==> config.mk <==
export PLATFORM = sky130hd
export DESIGN_NAME = sfo_top
export DESIGN_NICKNAME = d
export VERILOG_FILES = /design/src/sfo_pkg.sv /design/src/sfo_sync.sv /design/src/sfo_mem.sv /design/src/sfo_top.sv
export VERILOG_INCLUDE_DIRS = /design/src /design/src/src
export SDC_FILE = /design/constraint.sdc
export NUM_CORES = 1
export LEC_CHECK = 0
export BUFFER_PORTS_ARGS = -buffer_cell sky130_fd_sc_hd__buf_2
export CAP_MARGIN = 10
export CORE_ASPECT_RATIO = 1.75
export CORE_MARGIN = 10
export CORE_UTILIZATION = 57
export DETAILED_ROUTE_END_ITERATION = 8
export PLACE_DENSITY = 0.87
export SLEW_MARGIN = 20
export SYNTH_ARGS = -nofsm -noshare
export SYNTH_HDL_FRONTEND = slang
export SYNTH_SLANG_ARGS = --single-unit
==> constraint.sdc <==
create_clock -name clk_i -period 5.15 [get_ports clk_i]
set_clock_uncertainty 0.1 [all_clocks]
set_input_delay 0.2575 -clock clk_i [delete_from_list [all_inputs] [get_ports clk_i]]
set_output_delay 0.2575 -clock clk_i [all_outputs]
set_load 0.02 [all_outputs]
==> src/sfo_consts.svh <==
`ifndef SFO_CONSTS_SVH
`define SFO_CONSTS_SVH
// fifo geometry (depth fixed at the smallest member)
`define SFO_DEPTH 64
`define SFO_AW 6
`define SFO_DW 9
// offset register sequence positions
`define SFO_SEL_EMPTY_LO 2'h0
`define SFO_SEL_EMPTY_HI 2'h1
`define SFO_SEL_FULL_LO 2'h2
`define SFO_SEL_FULL_HI 2'h3
// offset reset values
`define SFO_EMPTY_OFS_RST 16'h0007
`define SFO_FULL_OFS_RST 16'h0007
`endif

==> src/sfo_pkg.sv <==
package sfo_pkg;
   typedef logic [8:0] sfo_word_type;
   typedef struct packed {
      logic write_enable_primary;
      logic load_select;
      sfo_word_type data;
   } sfo_wr_type;
   typedef struct packed {
      logic read_enable_a;
      logic read_enable_b;
   } sfo_rd_type;
   typedef struct packed {
      logic empty_flag_n;
      logic full_flag_n;
      logic almost_empty_flag_n;
      logic almost_full_flag_n;
   } sfo_flags_type;
endpackage

==> src/sfo_sync.sv <==
`timescale 1ns/1ps
`default_nettype none
module sfo_sync (
   // clock and reset
   input wire logic clk_i,
   input wire logic rst_i,
   // level in and out
   input wire logic d_i,
   output logic q_o
);
   logic meta_r;
   // first stage feeds only the second
   always_ff @(posedge clk_i or posedge rst_i) begin
      if (rst_i) begin
         meta_r <= 1'b0;
         q_o <= 1'b0;
      end else begin
         meta_r <= d_i;
         q_o <= meta_r;
      end
   end
endmodule
`default_nettype wire

==> src/sfo_mem.sv <==
`timescale 1ns/1ps
`default_nettype none
`include "sfo_consts.svh"
module sfo_mem (
   // clock
   input wire logic clk_i,
   // write port
   input wire logic we_i,
   input wire logic [`SFO_AW-1:0] waddr_i,
   input wire sfo_pkg::sfo_word_type wdata_i,
   // read port
   input wire logic [`SFO_AW-1:0] raddr_i,
   output sfo_pkg::sfo_word_type rdata_o
);
   import sfo_pkg::*;
   sfo_word_type mem_r [0:`SFO_DEPTH-1];
   always_ff @(posedge clk_i) begin
      if (we_i) begin
         mem_r[waddr_i] <= wdata_i;
      end
   end
   always_ff @(posedge clk_i) begin
      rdata_o <= mem_r[raddr_i];
   end
endmodule
`default_nettype wire

==> src/sfo_top.sv <==
`timescale 1ns/1ps
`default_nettype none
`include "sfo_consts.svh"
module sfo_top (
   // clock and reset
   input wire logic clk_i,
   input wire logic rst_i,
   input wire logic reset_n_i,
   // link clocks from the two agents
   input wire logic wclk_i,
   input wire logic rclk_i,
   // write and read controls
   input wire sfo_pkg::sfo_wr_type wr_i,
   input wire sfo_pkg::sfo_rd_type rd_i,
   // data and flags out
   output sfo_pkg::sfo_word_type q_o,
   output sfo_pkg::sfo_flags_type flags_o
);
   import sfo_pkg::*;
   localparam int AW = `SFO_AW;
   // ==========================================
   // input synchronisers
   // ==========================================
   localparam int NS = 14;
   logic [NS-1:0] raw_in;
   logic [NS-1:0] syn_in;
   assign raw_in = {reset_n_i, wclk_i, rclk_i, wr_i.write_enable_primary, wr_i.load_select,
                    rd_i.read_enable_a, rd_i.read_enable_b, wr_i.data[6:0]};
   genvar gi;
   generate
      for (gi = 0; gi < NS; gi++) begin : g_sync
         sfo_sync u_sync (
            .clk_i(clk_i),
            .rst_i(rst_i),
            .d_i(raw_in[gi]),
            .q_o(syn_in[gi])
         );
      end
   endgenerate
   logic [1:0] dhi_s;
   sfo_sync u_s7 (.clk_i(clk_i), .rst_i(rst_i), .d_i(wr_i.data[7]), .q_o(dhi_s[0]));
   sfo_sync u_s8 (.clk_i(clk_i), .rst_i(rst_i), .d_i(wr_i.data[8]), .q_o(dhi_s[1]));
   logic res_n, wclk_s, rclk_s, write_enable_primary_s, ld_s, ren_a_s, ren_b_s;
   sfo_word_type din_s;
   assign res_n = syn_in[13];
   assign wclk_s = syn_in[12];
   assign rclk_s = syn_in[11];
   assign write_enable_primary_s = syn_in[10];
   assign ld_s = syn_in[9];
   assign ren_a_s = syn_in[8];
   assign ren_b_s = syn_in[7];
   assign din_s = {dhi_s, syn_in[6:0]};
   // ==========================================
   // clock edge detection
   // ==========================================
   // edges come from synchronised copies, so agent clocks must be far slower than clk_i
   logic wclk_d_r, rclk_d_r;
   always_ff @(posedge clk_i or posedge rst_i) begin
      if (rst_i) begin
         wclk_d_r <= 1'b0;
         rclk_d_r <= 1'b0;
      end else begin
         wclk_d_r <= wclk_s;
         rclk_d_r <= rclk_s;
      end
   end
   logic wedge, redge;
   assign wedge = wclk_s & ~wclk_d_r & res_n;
   assign redge = rclk_s & ~rclk_d_r & res_n;
   // ==========================================
   // configuration strap
   // ==========================================
   logic load_cfg_r;
   always_ff @(posedge clk_i or posedge rst_i) begin
      if (rst_i) begin
         load_cfg_r <= 1'b0;
      end else if (!res_n) begin
         load_cfg_r <= ~ld_s;
      end
   end
   // ==========================================
   // decode helpers
   // ==========================================
   // offset access window: load configuration with load_select held low
   function automatic logic in_load(input logic cfg, input logic ld);
      return cfg & ~ld;
   endfunction
   // ==========================================
   // operation decode
   // ==========================================
   logic full_n_r, empty_n_r;
   logic ofs_wr, ofs_rd, fifo_wr, fifo_rd, wr_en_ok;
   always_comb begin
      if (load_cfg_r) begin
         wr_en_ok = ~write_enable_primary_s & ld_s;
      end else begin
         wr_en_ok = ~write_enable_primary_s & ld_s;
      end
   end
   assign ofs_wr = wedge & in_load(load_cfg_r, ld_s) & ~write_enable_primary_s;
   assign fifo_wr = wedge & wr_en_ok & full_n_r;
   assign ofs_rd = redge & in_load(load_cfg_r, ld_s) & ~ren_a_s & ~ren_b_s;
   // offset reads take the read edge, so the fifo is left untouched meanwhile
   assign fifo_rd = redge & ~ren_a_s & ~ren_b_s & empty_n_r & ~in_load(load_cfg_r, ld_s);
   // ==========================================
   // offset registers
   // ==========================================
   logic [7:0] ofs_r [0:3];
   logic [1:0] wsel_r, rsel_r;
   always_ff @(posedge clk_i or posedge rst_i) begin
      if (rst_i) begin
         ofs_r[0] <= 8'(`SFO_EMPTY_OFS_RST);
         ofs_r[1] <= 8'(`SFO_EMPTY_OFS_RST >> 8);
         ofs_r[2] <= 8'(`SFO_FULL_OFS_RST);
         ofs_r[3] <= 8'(`SFO_FULL_OFS_RST >> 8);
      end else if (!res_n) begin
         ofs_r[0] <= 8'(`SFO_EMPTY_OFS_RST);
         ofs_r[1] <= 8'(`SFO_EMPTY_OFS_RST >> 8);
         ofs_r[2] <= 8'(`SFO_FULL_OFS_RST);
         ofs_r[3] <= 8'(`SFO_FULL_OFS_RST >> 8);
      end else if (ofs_wr) begin
         ofs_r[wsel_r] <= din_s[7:0];
      end
   end
   // position survives load_select going high; only reset or a write at the last position returns it to the start
   always_ff @(posedge clk_i or posedge rst_i) begin
      if (rst_i) begin
         wsel_r <= `SFO_SEL_EMPTY_LO;
      end else if (!res_n) begin
         wsel_r <= `SFO_SEL_EMPTY_LO;
      end else if (ofs_wr) begin
         wsel_r <= wsel_r + 2'h1;
      end
   end
   always_ff @(posedge clk_i or posedge rst_i) begin
      if (rst_i) begin
         rsel_r <= `SFO_SEL_EMPTY_LO;
      end else if (!res_n) begin
         rsel_r <= `SFO_SEL_EMPTY_LO;
      end else if (ofs_rd) begin
         rsel_r <= rsel_r + 2'h1;
      end
   end
   logic [15:0] n_ofs, m_ofs;
   assign n_ofs = {ofs_r[1], ofs_r[0]};
   assign m_ofs = {ofs_r[3], ofs_r[2]};
   // ==========================================
   // pointers and storage
   // ==========================================
   logic [AW:0] wptr_r, rptr_r;
   always_ff @(posedge clk_i or posedge rst_i) begin
      if (rst_i) begin
         wptr_r <= '0;
      end else if (!res_n) begin
         wptr_r <= '0;
      end else if (fifo_wr) begin
         wptr_r <= wptr_r + 7'h01;
      end
   end
   always_ff @(posedge clk_i or posedge rst_i) begin
      if (rst_i) begin
         rptr_r <= '0;
      end else if (!res_n) begin
         rptr_r <= '0;
      end else if (fifo_rd) begin
         rptr_r <= rptr_r + 7'h01;
      end
   end
   sfo_word_type mem_q;
   sfo_mem u_mem (
      .clk_i(clk_i),
      .we_i(fifo_wr),
      .waddr_i(wptr_r[AW-1:0]),
      .wdata_i(din_s),
      .raddr_i(rptr_r[AW-1:0]),
      .rdata_o(mem_q)
   );
   // memory answers one cycle late, so the read is presented on the following cycle
   logic fifo_rd_d_r;
   always_ff @(posedge clk_i or posedge rst_i) begin
      if (rst_i) begin
         fifo_rd_d_r <= 1'b0;
      end else begin
         fifo_rd_d_r <= fifo_rd;
      end
   end
   always_ff @(posedge clk_i or posedge rst_i) begin
      if (rst_i) begin
         q_o <= '0;
      end else if (!res_n) begin
         q_o <= '0;
      end else if (ofs_rd) begin
         q_o <= {1'b0, ofs_r[rsel_r]};
      end else if (fifo_rd_d_r) begin
         q_o <= mem_q;
      end
   end
   // ==========================================
   // flags
   // ==========================================
   // count after the edge's own transfer, so each flag reflects the updated fill
   logic [AW:0] cnt_nxt;
   logic [16:0] free_nxt;
   always_comb begin
      cnt_nxt = wptr_r - rptr_r + {6'h00, fifo_wr} - {6'h00, fifo_rd};
      free_nxt = 17'(`SFO_DEPTH) - {10'h000, cnt_nxt};
   end
   always_ff @(posedge clk_i or posedge rst_i) begin
      if (rst_i) begin
         empty_n_r <= 1'b0;
         flags_o.empty_flag_n <= 1'b0;
         flags_o.almost_empty_flag_n <= 1'b0;
      end else if (!res_n) begin
         empty_n_r <= 1'b0;
         flags_o.empty_flag_n <= 1'b0;
         flags_o.almost_empty_flag_n <= 1'b0;
      end else if (redge) begin
         empty_n_r <= (cnt_nxt != '0);
         flags_o.empty_flag_n <= (cnt_nxt != '0);
         flags_o.almost_empty_flag_n <= ({10'h000, cnt_nxt} > n_ofs);
      end
   end
   always_ff @(posedge clk_i or posedge rst_i) begin
      if (rst_i) begin
         full_n_r <= 1'b1;
         flags_o.full_flag_n <= 1'b1;
         flags_o.almost_full_flag_n <= 1'b1;
      end else if (!res_n) begin
         full_n_r <= 1'b1;
         flags_o.full_flag_n <= 1'b1;
         flags_o.almost_full_flag_n <= 1'b1;
      end else if (wedge) begin
         full_n_r <= (free_nxt != '0);
         flags_o.full_flag_n <= (free_nxt != '0);
         flags_o.almost_full_flag_n <= (free_nxt > {1'b0, m_ofs});
      end
   end
   // ==========================================
   // checks
   // ==========================================
   a_full_blocks: assert property (@(posedge clk_i) disable iff (rst_i)
      !full_n_r |-> !fifo_wr) else $error("write while full");
   a_empty_blocks: assert property (@(posedge clk_i) disable iff (rst_i)
      !empty_n_r |-> !fifo_rd) else $error("read while empty");
   a_wsel_step: assert property (@(posedge clk_i) disable iff (rst_i)
      ofs_wr && res_n |=> wsel_r == $past(wsel_r) + 2'h1) else $error("offset write order");
   a_rsel_step: assert property (@(posedge clk_i) disable iff (rst_i)
      ofs_rd && res_n |=> rsel_r == $past(rsel_r) + 2'h1) else $error("offset read order");
   a_wsel_hold: assert property (@(posedge clk_i) disable iff (rst_i)
      !ofs_wr && res_n |=> $stable(wsel_r)) else $error("position lost");
   a_ofs_store: assert property (@(posedge clk_i) disable iff (rst_i)
      ofs_wr && res_n |=> ofs_r[$past(wsel_r)] == $past(din_s[7:0])) else $error("offset not stored");
   a_reset_empty: assert property (@(posedge clk_i) disable iff (rst_i)
      !res_n |=> !flags_o.empty_flag_n && wptr_r == rptr_r) else $error("reset not empty");
   a_no_ld_write: assert property (@(posedge clk_i) disable iff (rst_i)
      load_cfg_r && !ld_s |-> !fifo_wr) else $error("fifo write during load");
   a_pae_level: assert property (@(posedge clk_i) disable iff (rst_i)
      redge && res_n |=> flags_o.almost_empty_flag_n == ({10'h000, $past(cnt_nxt)} > $past(n_ofs)))
      else $error("almost empty wrong");
   // strap is frozen once the device reset is released
   a_cfg_hold: assert property (@(posedge clk_i) disable iff (rst_i)
      res_n |=> $stable(load_cfg_r)) else $error("configuration changed");
   a_wsel_wrap: assert property (@(posedge clk_i) disable iff (rst_i)
      ofs_wr && wsel_r == `SFO_SEL_FULL_HI |=> wsel_r == `SFO_SEL_EMPTY_LO)
      else $error("offset write no wrap");
   a_ofs_default: assert property (@(posedge clk_i) disable iff (rst_i)
      !res_n |=> n_ofs == `SFO_EMPTY_OFS_RST && m_ofs == `SFO_FULL_OFS_RST)
      else $error("offset default wrong");
   a_full_level: assert property (@(posedge clk_i) disable iff (rst_i)
      wedge |=> flags_o.full_flag_n == ($past(free_nxt) != '0)) else $error("full flag wrong");
   a_empty_level: assert property (@(posedge clk_i) disable iff (rst_i)
      redge |=> flags_o.empty_flag_n == ($past(cnt_nxt) != '0)) else $error("empty flag wrong");
   a_paf_level: assert property (@(posedge clk_i) disable iff (rst_i)
      wedge |=> flags_o.almost_full_flag_n == ($past(free_nxt) > {1'b0, $past(m_ofs)}))
      else $error("almost full wrong");
   // write-side flags move only on write edges
   a_full_quiet: assert property (@(posedge clk_i) disable iff (rst_i)
      !wedge && res_n |=> $stable(flags_o.full_flag_n) && $stable(flags_o.almost_full_flag_n))
      else $error("full flags off edge");
   // read-side flags move only on read edges
   a_empty_quiet: assert property (@(posedge clk_i) disable iff (rst_i)
      !redge && res_n |=> $stable(flags_o.empty_flag_n) && $stable(flags_o.almost_empty_flag_n))
      else $error("empty flags off edge");
   a_data_write: assert property (@(posedge clk_i) disable iff (rst_i)
      wedge && ld_s && !write_enable_primary_s && full_n_r |-> fifo_wr) else $error("fifo write lost");
   a_ofs_readout: assert property (@(posedge clk_i) disable iff (rst_i)
      ofs_rd |=> q_o == {1'b0, $past(ofs_r[rsel_r])}) else $error("offset readout wrong");
   c_wsel_wrap: cover property (@(posedge clk_i) ofs_wr && wsel_r == `SFO_SEL_FULL_HI);
   c_ofs_write: cover property (@(posedge clk_i) ofs_wr);
   c_ofs_read: cover property (@(posedge clk_i) ofs_rd);
   c_full: cover property (@(posedge clk_i) !flags_o.full_flag_n);
   c_pae_high: cover property (@(posedge clk_i) flags_o.almost_empty_flag_n);
endmodule
`default_nettype wire

==> results.cfg, run 1 <==
[yosys]
synthArstFlopShare = 0.145
ys_ff_latch = 684
synth_edf_count = 576
synth_area_mm2 = 0.0276
synthCells = 1435
postSynthAreaPerCell_um2 = 19.2
synth_ff_type = edfxtp_1
synth_nets = 1501
yosys_warnings = 0
synthDistinctLibCells = 51
ys_seq_area_frac = 0.723

[global_route]
grt_max_degree = 99
grt_antenna_before_repair = 0
grtUsageTotal = 0.217
grt_pass1_vias = 14800
grt_pass1_wl_um = 95300
grt-ovfl-total = 0

[placed_design]
place_hpwl_um = 37300
dp_slack_ps = -12.0
numPortBuffers = 30
place_congestion = 0.903

[power_and_ir_drop]
peakVddDrop_mv = 0.249
p_leak_nw = 9.98
power_density_mw_per_mm2 = 344

[detailed_routing]
dr.pass1.iters = 5
postRouteAntennaNets = 0
wl_um = 62600
vias_per_cell = 6.34
drc = 0
drt_iter0_drc = 1567
vias = 13900
routedWlPerCell_um = 28.6

[cts]
htree_levels = 2
cts.sinks = 684
clk_pin_slew_ps = 70
worstSkewPairLatency_ps = 610
cts_root_buffer = clkbuf_16
numCtsBuffers = 54
cts_tree = done
clockBufferDepth = 3

[final_layout]
area_growth_pct = 11.2
diodes = 0
fin_nets = 1565
final_layout_size_suffix_gt1_frac = 0.259

[floorplanning]
die_w_um = 186
initial_core_util = 0.576
ios = 31
die_area_mm2 = 0.0580
core_mm2 = 0.0479
rows = 106
die_h_um = 311

[timing]
tightest_slew_ps = 1110
final-hold-violation-count = 0
slew_headroom = 0.256
fin_crit_ps = 5000
setup_viol = 0
setup_slack_ps = 152
period_share = 0.970
hold_ws_ps = 197
drv_slew = 0
timing.fmax_ghz = 0.200

[setup_path]
critPathKind = reg -> reg
critPathCaptureType = flop
critPathLaunchType = flop
worstRegToRegCells = 22
worst_ep_arrival_time_ps = 5390
cp_data_required_time_ps = 5550
path_max_fanout = 5

[min_path]
hp-class = in -> reg
whs_path_depth = 2

[status]
status = finished clean

[flow_run]
maxCapViolations = 0
## worst max-delay path: stages, from the launching register on
cell	delay (ps)
dfrtp_1	400
nor4bb_1	380
and3_1	280
fa_2	220
inv_2	30
fa_1	420
inv_1	70
ha_2	170
inv_1	60
fa_2	590
inv_1	70
nor3_2	200
nand2b_1	120
or3_4	360
nand2_4	90
inv_4	60
buf_6	140
ha_4	270
and4_4	240
nand2_1	80
nor4_2	280
a211o_1	160
a41oi_2	110
## stage by stage
stage | power (W) | setup TNS [ps] | instances | util | area [um2]
floorplan | 0.00625 | 0 | 1435 | - | 27600
global placement | 0.00632 | 0 | 2070 | 0.595 | 28500
detailed placement | 0.00633 | -12.0 | 2070 | 0.595 | 28500
CTS | 0.0106 | 0 | 2186 | 0.637 | 30500
global route | 0.0108 | -68.9 | 2190 | 0.641 | 30700
finish | 0.0106 | 0 | 2190 | 0.641 | 30700
## layer usage
layer  wire length, um  share of wire  track usage
met1             21100           0.34        0.250
met2             33000           0.53        0.375
met4              4400          0.070        0.140
met3              4100          0.066       0.0279
met5                 0              0            0
## synthesized netlist by cell type (all sizes together) (7+ instances only)
cell,n,share of area
nor2,76,0.010
dfrtp,91,0.083
ha,45,0.020
mux2,10,0.0041
mux2i,19,0.0069
dfxtp,9,0.0065
nand3,52,0.0094
buf,28,0.0058
and2,14,0.0032
nor2b,8,0.0018
xnor2,16,0.0051
dfstp,8,0.0076
a21oi,11,0.0020
mux4,188,0.15
o211a,8,0.0029
nand2,78,0.011
clkbuf,44,0.0060
edfxtp,576,0.63
o21ai,22,0.0040
inv,47,0.0064
nand4,7,0.0016
a21boi,29,0.0079
## final timing paths
check | start | to | slack (ps)
setup / recovery | wclk_d_r | flags_o[0] | 150
hold / removal | wr_i[7] | u_s7.meta_r | 200
setup reg to reg | wclk_d_r | flags_o[0] | 150
hold reg to reg | g_sync[10].u_sync.meta_r | g_sync[10].u_sync.q_o | 260
max in group asynchronous | rst_i | g_sync[0].u_sync.q_o | 3600
min in group asynchronous | rst_i | g_sync[3].u_sync.q_o | 230
## where the power goes
| part | leakage (nW) | internal (W) | switching (W) |
|---|---|---|---|
| Clock | 0.892 | 0.00238 | 0.00194 |
| Sequential | 6.51 | 0.00602 | 0.0000269 |
| Combinational | 2.58 | 0.0000556 | 0.000130 |
## cells in the final DEF, fill, tap and decap left out, types with 5 or more instances in the layout
cell	synthesis	final
xnor2_1	16	16
bufinv_16	0	8
dfxtp_1	9	9
clkbuf_16	0	55
ha_1	45	40
o21ai_1	14	15
a21boi_1	29	29
nor2b_1	8	8
dfrtp_2	0	8
dlygate4sd3_1	0	17
clkinv_1	1	5
edfxtp_1	576	576
o21ai_0	8	7
mux2i_1	19	19
buf_4	9	31
nand3_1	52	52
and2_1	14	14
dfrtp_4	0	5
dfrtp_1	91	78
a21oi_1	11	9
o211a_1	8	8
mux4_2	188	188
clkinv_2	0	12
inv_1	46	43
nor2_1	76	76
mux2_2	10	10
dfstp_2	8	8
nand2_1	78	77
buf_2	17	30
clkinvlp_4	0	7
nand4_1	7	7
## logic make-up (layout without fill, tap and decap cells)
kind of cell / count (synthesis) / count (layout) / share of synthesized area
flops: 684 / 684 / 0.723
simple gates: 265 / 265 / 0.0444
mux: 217 / 217 / 0.164
buf+inv: 120 / 227 / 0.0183
compound gates: 80 / 80 / 0.0199
fa+ha+maj: 48 / 48 / 0.0226
xor+xnor: 21 / 21 / 0.00694
## state kept, by name, summed over array words and instances, names as in the netlist
register              cells
rclk_d_r                  1
u_mem.rdata_o             9
g_sync.u_sync.meta_r     14
u_s8.meta_r               1
m_ofs                    16
flags_o                   2
u_mem.mem_r             576
g_sync.u_sync.q_o        14
load_cfg_r                1
wptr_r                    7
empty_n_r                 1
rptr_r                    7
u_s7.q_o                  1
u_s7.meta_r               1
fifo_rd_d_r               1
u_s8.q_o                  1
rsel_r                    2
n_ofs                    16
full_n_r                  1
q_o                       9
wclk_d_r                  1
wsel_r                    2
## area by class of cell
class	count	area, um2
flip-flops and latches	684	20000
inverters	48	185
clock inverters	40	457
repair buffers	80	584
well taps	648	811
clock buffers	59	1390
fillers	2944	17200
multi-input cells	631	7270
## what timing repair did
action                                  4_1_cts  5_1_grt
hold buffers                                 17        0
endpoints found under the hold margin        64        0
gates resized for setup                       1       25
pin swaps                                     0       13
setup buffers                                 0        4
endpoints found under the setup margin        1        1
Note: power is estimated with default switching activity, not from simulation.
==> run 2: changes to the inputs <==
--- a/config.mk
+++ b/config.mk
@@ -6,6 +6,7 @@
 export SDC_FILE = /design/constraint.sdc
 export NUM_CORES = 1
 export LEC_CHECK = 0
+export ABC_AREA = 1
 export BUFFER_PORTS_ARGS = -buffer_cell sky130_fd_sc_hd__buf_2
 export CAP_MARGIN = 10
 export CORE_ASPECT_RATIO = 1.75
==> run 2 against run 1 <==
Compared with the run above:
- worst setup slack gained 310 ps
- via count grew 44%
- wire length grew 17%
- non-clock buffer count shrank 6
- critical path type unchanged
- largest power group unchanged
- worst hold slack lost 3.5 ps
- maximum frequency grew 6.6%
- total power shrank 3.1%
- highest routed layer unchanged
- critical endpoint unchanged
- first-iteration DRC count grew 51%
- sequential share of layout area shrank 1.4 points
==> results.cfg, run 2 <==
[final_layout]
final_layout_size_suffix_gt1_frac = 0.0660
mostFrequentLayoutCells = nand2_1 (761), edfxtp_1 (576), nand3_1 (384)
area_growth_pct = 8.22
layout_commonest_cell = nand2_1
diodes = 0
utilization = 0.622
largest_reg_flops = 576
fin_nets = 2720
post-route-cell-area_mm2 = 0.0314
regMostFlops = u_mem.mem_r
fillers = 3612

[cts]
worstSkewPairLatency_ps = 600
htree_levels = 2
cts_root_buffer = clkbuf_16
clockBufferDepth = 3
cts_tree = done
cts.sinks = 684
post_cts_buffers = 0
numCtsBuffers = 55
clk_pin_slew_ps = 70

[yosys]
synth_top_cell_by_area = edfxtp_1
synth_ff_type = edfxtp_1
synth_area_mm2 = 0.0290
synth_edf_count = 576
ys_ff_latch = 684
synthCells = 2660
synthArstFlopShare = 0.145
yosysMostFrequentCell = nand2_1
synthDistinctLibCells = 42
postSynthAreaPerCell_um2 = 10.9
ys_seq_area_frac = 0.689
synth.area.top_cells = edfxtp_1 (60%), nand2_1 (9.9%), dfrtp_1 (7.9%)
yosys_warnings = 0
yosysTopAreaCellShare = 0.597
synth_nets = 2726
synth_common_cells = nand2_1 (761), edfxtp_1 (576), nand3_1 (384)

[power_and_ir_drop]
internal_power_w = 0.00813
p_total_w = 0.0102
power.switching_w = 0.00209
power_frac_seq = 0.593
swShare = 0.205
p_leak_nw = 11.9
clkPwrFrac = 0.385
peakVddDrop_mv = 0.282
comb_power_share = 0.022
power_density_mw_per_mm2 = 326

[global_route]
grt_antenna_before_repair = 0
grt_max_degree = 209
grtUsageTotal = 0.236
grt_pass1_wl_um = 111000
grt_pass1_vias = 19900
grt-ovfl-total = 0

[detailed_routing]
drt_iter0_drc = 2360
routedWlPerCell_um = 21.7
vias_per_cell = 5.95
drc = 0
postRouteAntennaNets = 0
dr.pass1.iters = 6
vias = 20000
wl_um = 73100

[floorplanning]
ios = 31
initial_core_util = 0.574
die_w_um = 190
rows = 109
core_mm2 = 0.0505
die_area_mm2 = 0.0606
die_h_um = 318

[min_path]
hp-class = in -> async

[timing]
slew_headroom = 0.266
drv_slew = 0
timing.fmax_ghz = 0.213
fin_crit_ps = 4690
finalSetupTns_ps = 0
final-hold-violation-count = 0
rsz0062_at_grt = no
period_share = 0.910
tightest_slew_ps = 1100
setup_viol = 0

[placed_design]
place_hpwl_um = 43600
numPortBuffers = 30
place_congestion = 0.953
placed_cell_area_mm2 = 0.0295

[setup_path]
cp_data_required_time_ps = 5570
critPathCaptureType = flop
critPathLaunchType = flop
critPathKind = reg -> reg
worst_ep_arrival_time_ps = 5110
path_max_fanout = 9

[status]
status = finished clean

[flow_run]
maxCapViolations = 0
run 2: power groups by stage:
stage / clock network, W / logic [W] / registers, W
2_1_floorplan: 0 / 0.0000825 / 0.00620
3_3_place_gp: 0 / 0.000203 / 0.00618
3_5_place_dp: 0 / 0.000211 / 0.00618
4_1_cts: 0.00395 / 0.000221 / 0.00607
5_1_grt: 0.00415 / 0.000243 / 0.00607
6_report: 0.00394 / 0.000225 / 0.00607
run 2: final timing paths:
path / to / cells past startpoint / start / slack, ps
setup / recovery: flags_o[0] / 27 / rclk_d_r / 460
min in group clk_i: g_sync[8].u_sync.meta_r / 2 / rd_i[1] / 200
max in group asynchronous: rptr_r[1] / 4 / rst_i / 3560
setup reg to reg: flags_o[0] / 27 / rclk_d_r / 460
hold reg to reg: g_sync[13].u_sync.q_o / 0 / g_sync[13].u_sync.meta_r / 250
hold / removal: g_sync[5].u_sync.q_o / 3 / rst_i / 190
run 2: kinds of logic (layout without fill, tap and decap cells):
logic type      after synthesis  in the layout  share of synthesized area
simple gates               1471           1471                      0.212
flops                       684            684                      0.689
buf+inv                     249            288                     0.0383
compound gates              202            202                     0.0374
fa+ha+maj                    48             48                     0.0215
xor+xnor                      6              6                    0.00181
run 2: what timing repair did:
item / in CTS / in global routing
hold buffers: 17 / 0
gates resized for setup: 0 / 1
endpoints found under the setup margin: 0 / 1
endpoints found under the hold margin: 61 / 0
run 2: final cells by class:
class                      count  area (um2)  share of cell area
inverter                     112         430              0.0137
clock inverter                34         200             0.00638
tap                          666         833              0.0266
multi-input combinational   1727        7920               0.252
sequential                   684       20000               0.637
clock buffer                  68        1450              0.0461
timing repair buffer          74         548              0.0175
run 2: worst max-delay path: stages, from the launching register on:
cell and delay (ps):
dfrtp_1 380, inv_1 110, nand4_1 180, inv_1 90, nand3_1 130, fa_1 450, inv_1 70, fa_1 400
inv_1 70, ha_1 170, inv_1 70, fa_1 510, inv_1 70, nor3_2 140, nand2_1 110, inv_1 80
nand3_1 120, nand2_1 130, inv_1 160, ha_1 330, nand2_1 70, nor2_1 170, nand4_1 100, nand3_1 90
nand2_1 50, nand2_1 50, nand2_1 50, a21oi_1 150
run 2: metal layers:
metal | part of all wire | GRT usage | vias up
li1 | - | - | 9099
met1 | 0.33 | 0.255 | 9550
met2 | 0.52 | 0.412 | 1091
met3 | 0.073 | 0.0302 | 297
met4 | 0.079 | 0.176 | 0
met5 | 0 | 0 | -
run 2: stage by stage:
stage / hold WS [ps] / std cells / setup slack [ps]
finish: 193 / 3365 / 462
global route: 203 / 3365 / 81.7
CTS: 186 / 3365 / 360
detailed placement: 235 / 3246 / 366
global placement: 232 / 3246 / 492
floorplan: 189 / 2660 / 871
==> run 3: changes to the inputs <==
--- a/config.mk
+++ b/config.mk
@@ -8,7 +8,6 @@
 export LEC_CHECK = 0
 export ABC_AREA = 1
 export BUFFER_PORTS_ARGS = -buffer_cell sky130_fd_sc_hd__buf_2
-export CAP_MARGIN = 10
 export CORE_ASPECT_RATIO = 1.75
 export CORE_MARGIN = 10
 export CORE_UTILIZATION = 57
==> constraint.sdc (replaced) <==
create_clock -name clk_i -period 5.15 [get_ports clk_i]
set_clock_uncertainty 0.1 [all_clocks]
set_input_delay 1.03 -clock clk_i [delete_from_list [all_inputs] [get_ports clk_i]]
set_output_delay 1.03 -clock clk_i [all_outputs]
set_load 0.02 [all_outputs]
==> run 3 against run 2 <==
Compared with the run above:
- wire length decreased by 0.12%
- final area is 0.12% higher
- sequential share of layout area is 0.079 points lower
- sequential power about the same
- worst hold slack gained 53 ps
- critical path depth is the same
- global-route usage increased by 0.093 points
- total power up 3.9%
- flip-flop and latch count unchanged
- combinational power fell by 6%
- via count is 0.24% higher
- largest power group unchanged
==> results.cfg, run 3 (synthesized netlist as in run 2, its figures left out) <==
[final_layout]
regMostFlops = u_mem.mem_r
diodes = 0
mostFrequentLayoutCells = nand2_1 (761), edfxtp_1 (576), nand3_1 (384)
largest_reg_flops = 576
layout_commonest_cell = nand2_1
fin_nets = 2703
final_layout_size_suffix_gt1_frac = 0.0701
area_growth_pct = 8.35

[timing]
slew_headroom = 0.281
finalSetupTns_ps = 0
setup_viol = 0
drv_slew = 0
tightest_slew_ps = 1080
hold_ws_ps = 247
timing.fmax_ghz = 0.212
final-hold-violation-count = 0
rsz0062_at_grt = no
fin_crit_ps = 4720
period_share = 0.917

[cts]
clockBufferDepth = 3
cts_tree = done
cts.sinks = 684
cts_root_buffer = clkbuf_16
ctsResizeCount = 0
post_cts_buffers = 0
htree_levels = 2
numCtsBuffers = 55
clk_pin_slew_ps = 80
worstSkewPairLatency_ps = 610
hold_buffers = 0

[floorplanning]
die_area_mm2 = 0.0606
die_w_um = 190
core_mm2 = 0.0505
initial_core_util = 0.574
ios = 31
die_h_um = 318
rows = 109

[detailed_routing]
vias = 20100
drc = 0
highest_layer = met4
dr_wl_met2_um = 38000
postRouteAntennaNets = 0
m1WireLength_um = 23900
vias_per_cell = 6.00
drt_iter0_drc = 2245
dr.pass1.iters = 7
routedWlPerCell_um = 21.8
wl_um = 73000
route.met3.wl_um = 5400

[setup_path]
worst_ep_arrival_time_ps = 5170
max_stage_delay_ps = 450
critPathCaptureType = flop
path_max_fanout = 9
cp_data_required_time_ps = 5590
critPathLaunchType = flop
critPathKind = reg -> reg
critPathSlowestCell = fa_1
cp.buffers_inverters = 5
crit_family = adder cells
critPathMostFrequentCell = nand2_1

[global_route]
grt-ovfl-total = 0
grt_pass1_vias = 20000
grtUsageTotal = 0.237
grt_antenna_before_repair = 0
grt_max_degree = 209
grt_pass1_wl_um = 112000

[power_and_ir_drop]
power_frac_seq = 0.571
comb_power_share = 0.020
internal_power_w = 0.00849
swShare = 0.200
power.switching_w = 0.00213
clkPwrFrac = 0.409
p_leak_nw = 11.9
peakVddDrop_mv = 0.253
power_density_mw_per_mm2 = 338

[placed_design]
place_congestion = 0.962
place_hpwl_um = 43700
numPortBuffers = 30

[min_path]
hp-class = reg -> reg

[flow_run]
maxCapViolations = 0

[status]
status = finished clean
==> run 3: changes by cell type in the layout (fill, tap and decap cells not counted) <==
cell / change
clkbuf_2: -1
clkbuf_8: +1
dlygate4sd3_1: -17
clkbuf_1: -1
clkinvlp_4: +2
clkinv_4: +1
clkinv_1: -8
bufinv_16: +7
==> run 3: power groups by stage <==
stage / logic [W] / registers (W) / clock network [W]
after floorplan: 0.0000825 / 0.00620 / 0
after global placement: 0.000202 / 0.00618 / 0
after detailed placement: 0.000209 / 0.00618 / 0
after CTS: 0.000211 / 0.00607 / 0.00437
after global routing: 0.000230 / 0.00607 / 0.00457
final: 0.000212 / 0.00607 / 0.00435
==> run 3: cell type report <==
class	count	area [um2]
clock buffer	67	1450
clock inverter	36	404
fill	3642	19100
inverter	112	430
multi-input combinational	1727	7920
sequential	684	20000
tap	666	833
timing repair buffer	57	378
==> run 3: worst paths after layout <==
kind	from	to	slack (ps)	depth (start not counted)
worst min register to register	g_sync[4].u_sync.meta_r	g_sync[4].u_sync.q_o	250	0
worst max register to register	g_sync[8].u_sync.q_o	flags_o[0]	430	27
min in group asynchronous	rst_i	m_ofs[14]	450	2
max in group asynchronous	rst_i	rptr_r[0]	3480	3
worst min-delay path	g_sync[4].u_sync.meta_r	g_sync[4].u_sync.q_o	250	0
worst max-delay path	g_sync[8].u_sync.q_o	flags_o[0]	430	27
==> run 3: worst reg2reg max path, cell delays in order, from the launching register on <==
cell and delay, ps:
dfrtp_1 370, nor2_1 130, nand4_1 160, inv_1 90, nand3_1 130, fa_1 450, inv_1 80, fa_1 410
inv_1 70, ha_1 170, inv_1 70, fa_1 420, nand3b_1 250, nand2_1 140, nand2_1 60, nand2_1 100
nand3_1 110, nand2_1 110, inv_1 160, ha_1 340, nand2_1 60, nor2_1 180, nand4_1 100, nand3_1 100
nand2_1 50, nand2_1 50, nand2_1 50, a21oi_1 150
==> run 3: metal layers <==
layer  GRT usage  up-vias
met1       0.256     9582
met4       0.178        0
met2       0.413     1137
li1            -     9059
met3      0.0310      307
met5           0        -
==> run 3: per-stage QoR <==
| step | utilization | cell area [um2] | setup WS [ps] | cells | power, W |
|---|---|---|---|---|---|
| 6_report | 0.622 | 31400 | 428 | 3349 | 0.0106 |
| 5_1_grt | 0.622 | 31400 | 34.5 | 3349 | 0.0109 |
| 4_1_cts | 0.622 | 31400 | 372 | 3349 | 0.0106 |
| 3_5_place_dp | 0.585 | 29500 | 369 | 3246 | 0.00639 |
| 3_3_place_gp | 0.585 | 29500 | 491 | 3246 | 0.00638 |
| 2_1_floorplan | - | 29000 | 871 | 2660 | 0.00629 |
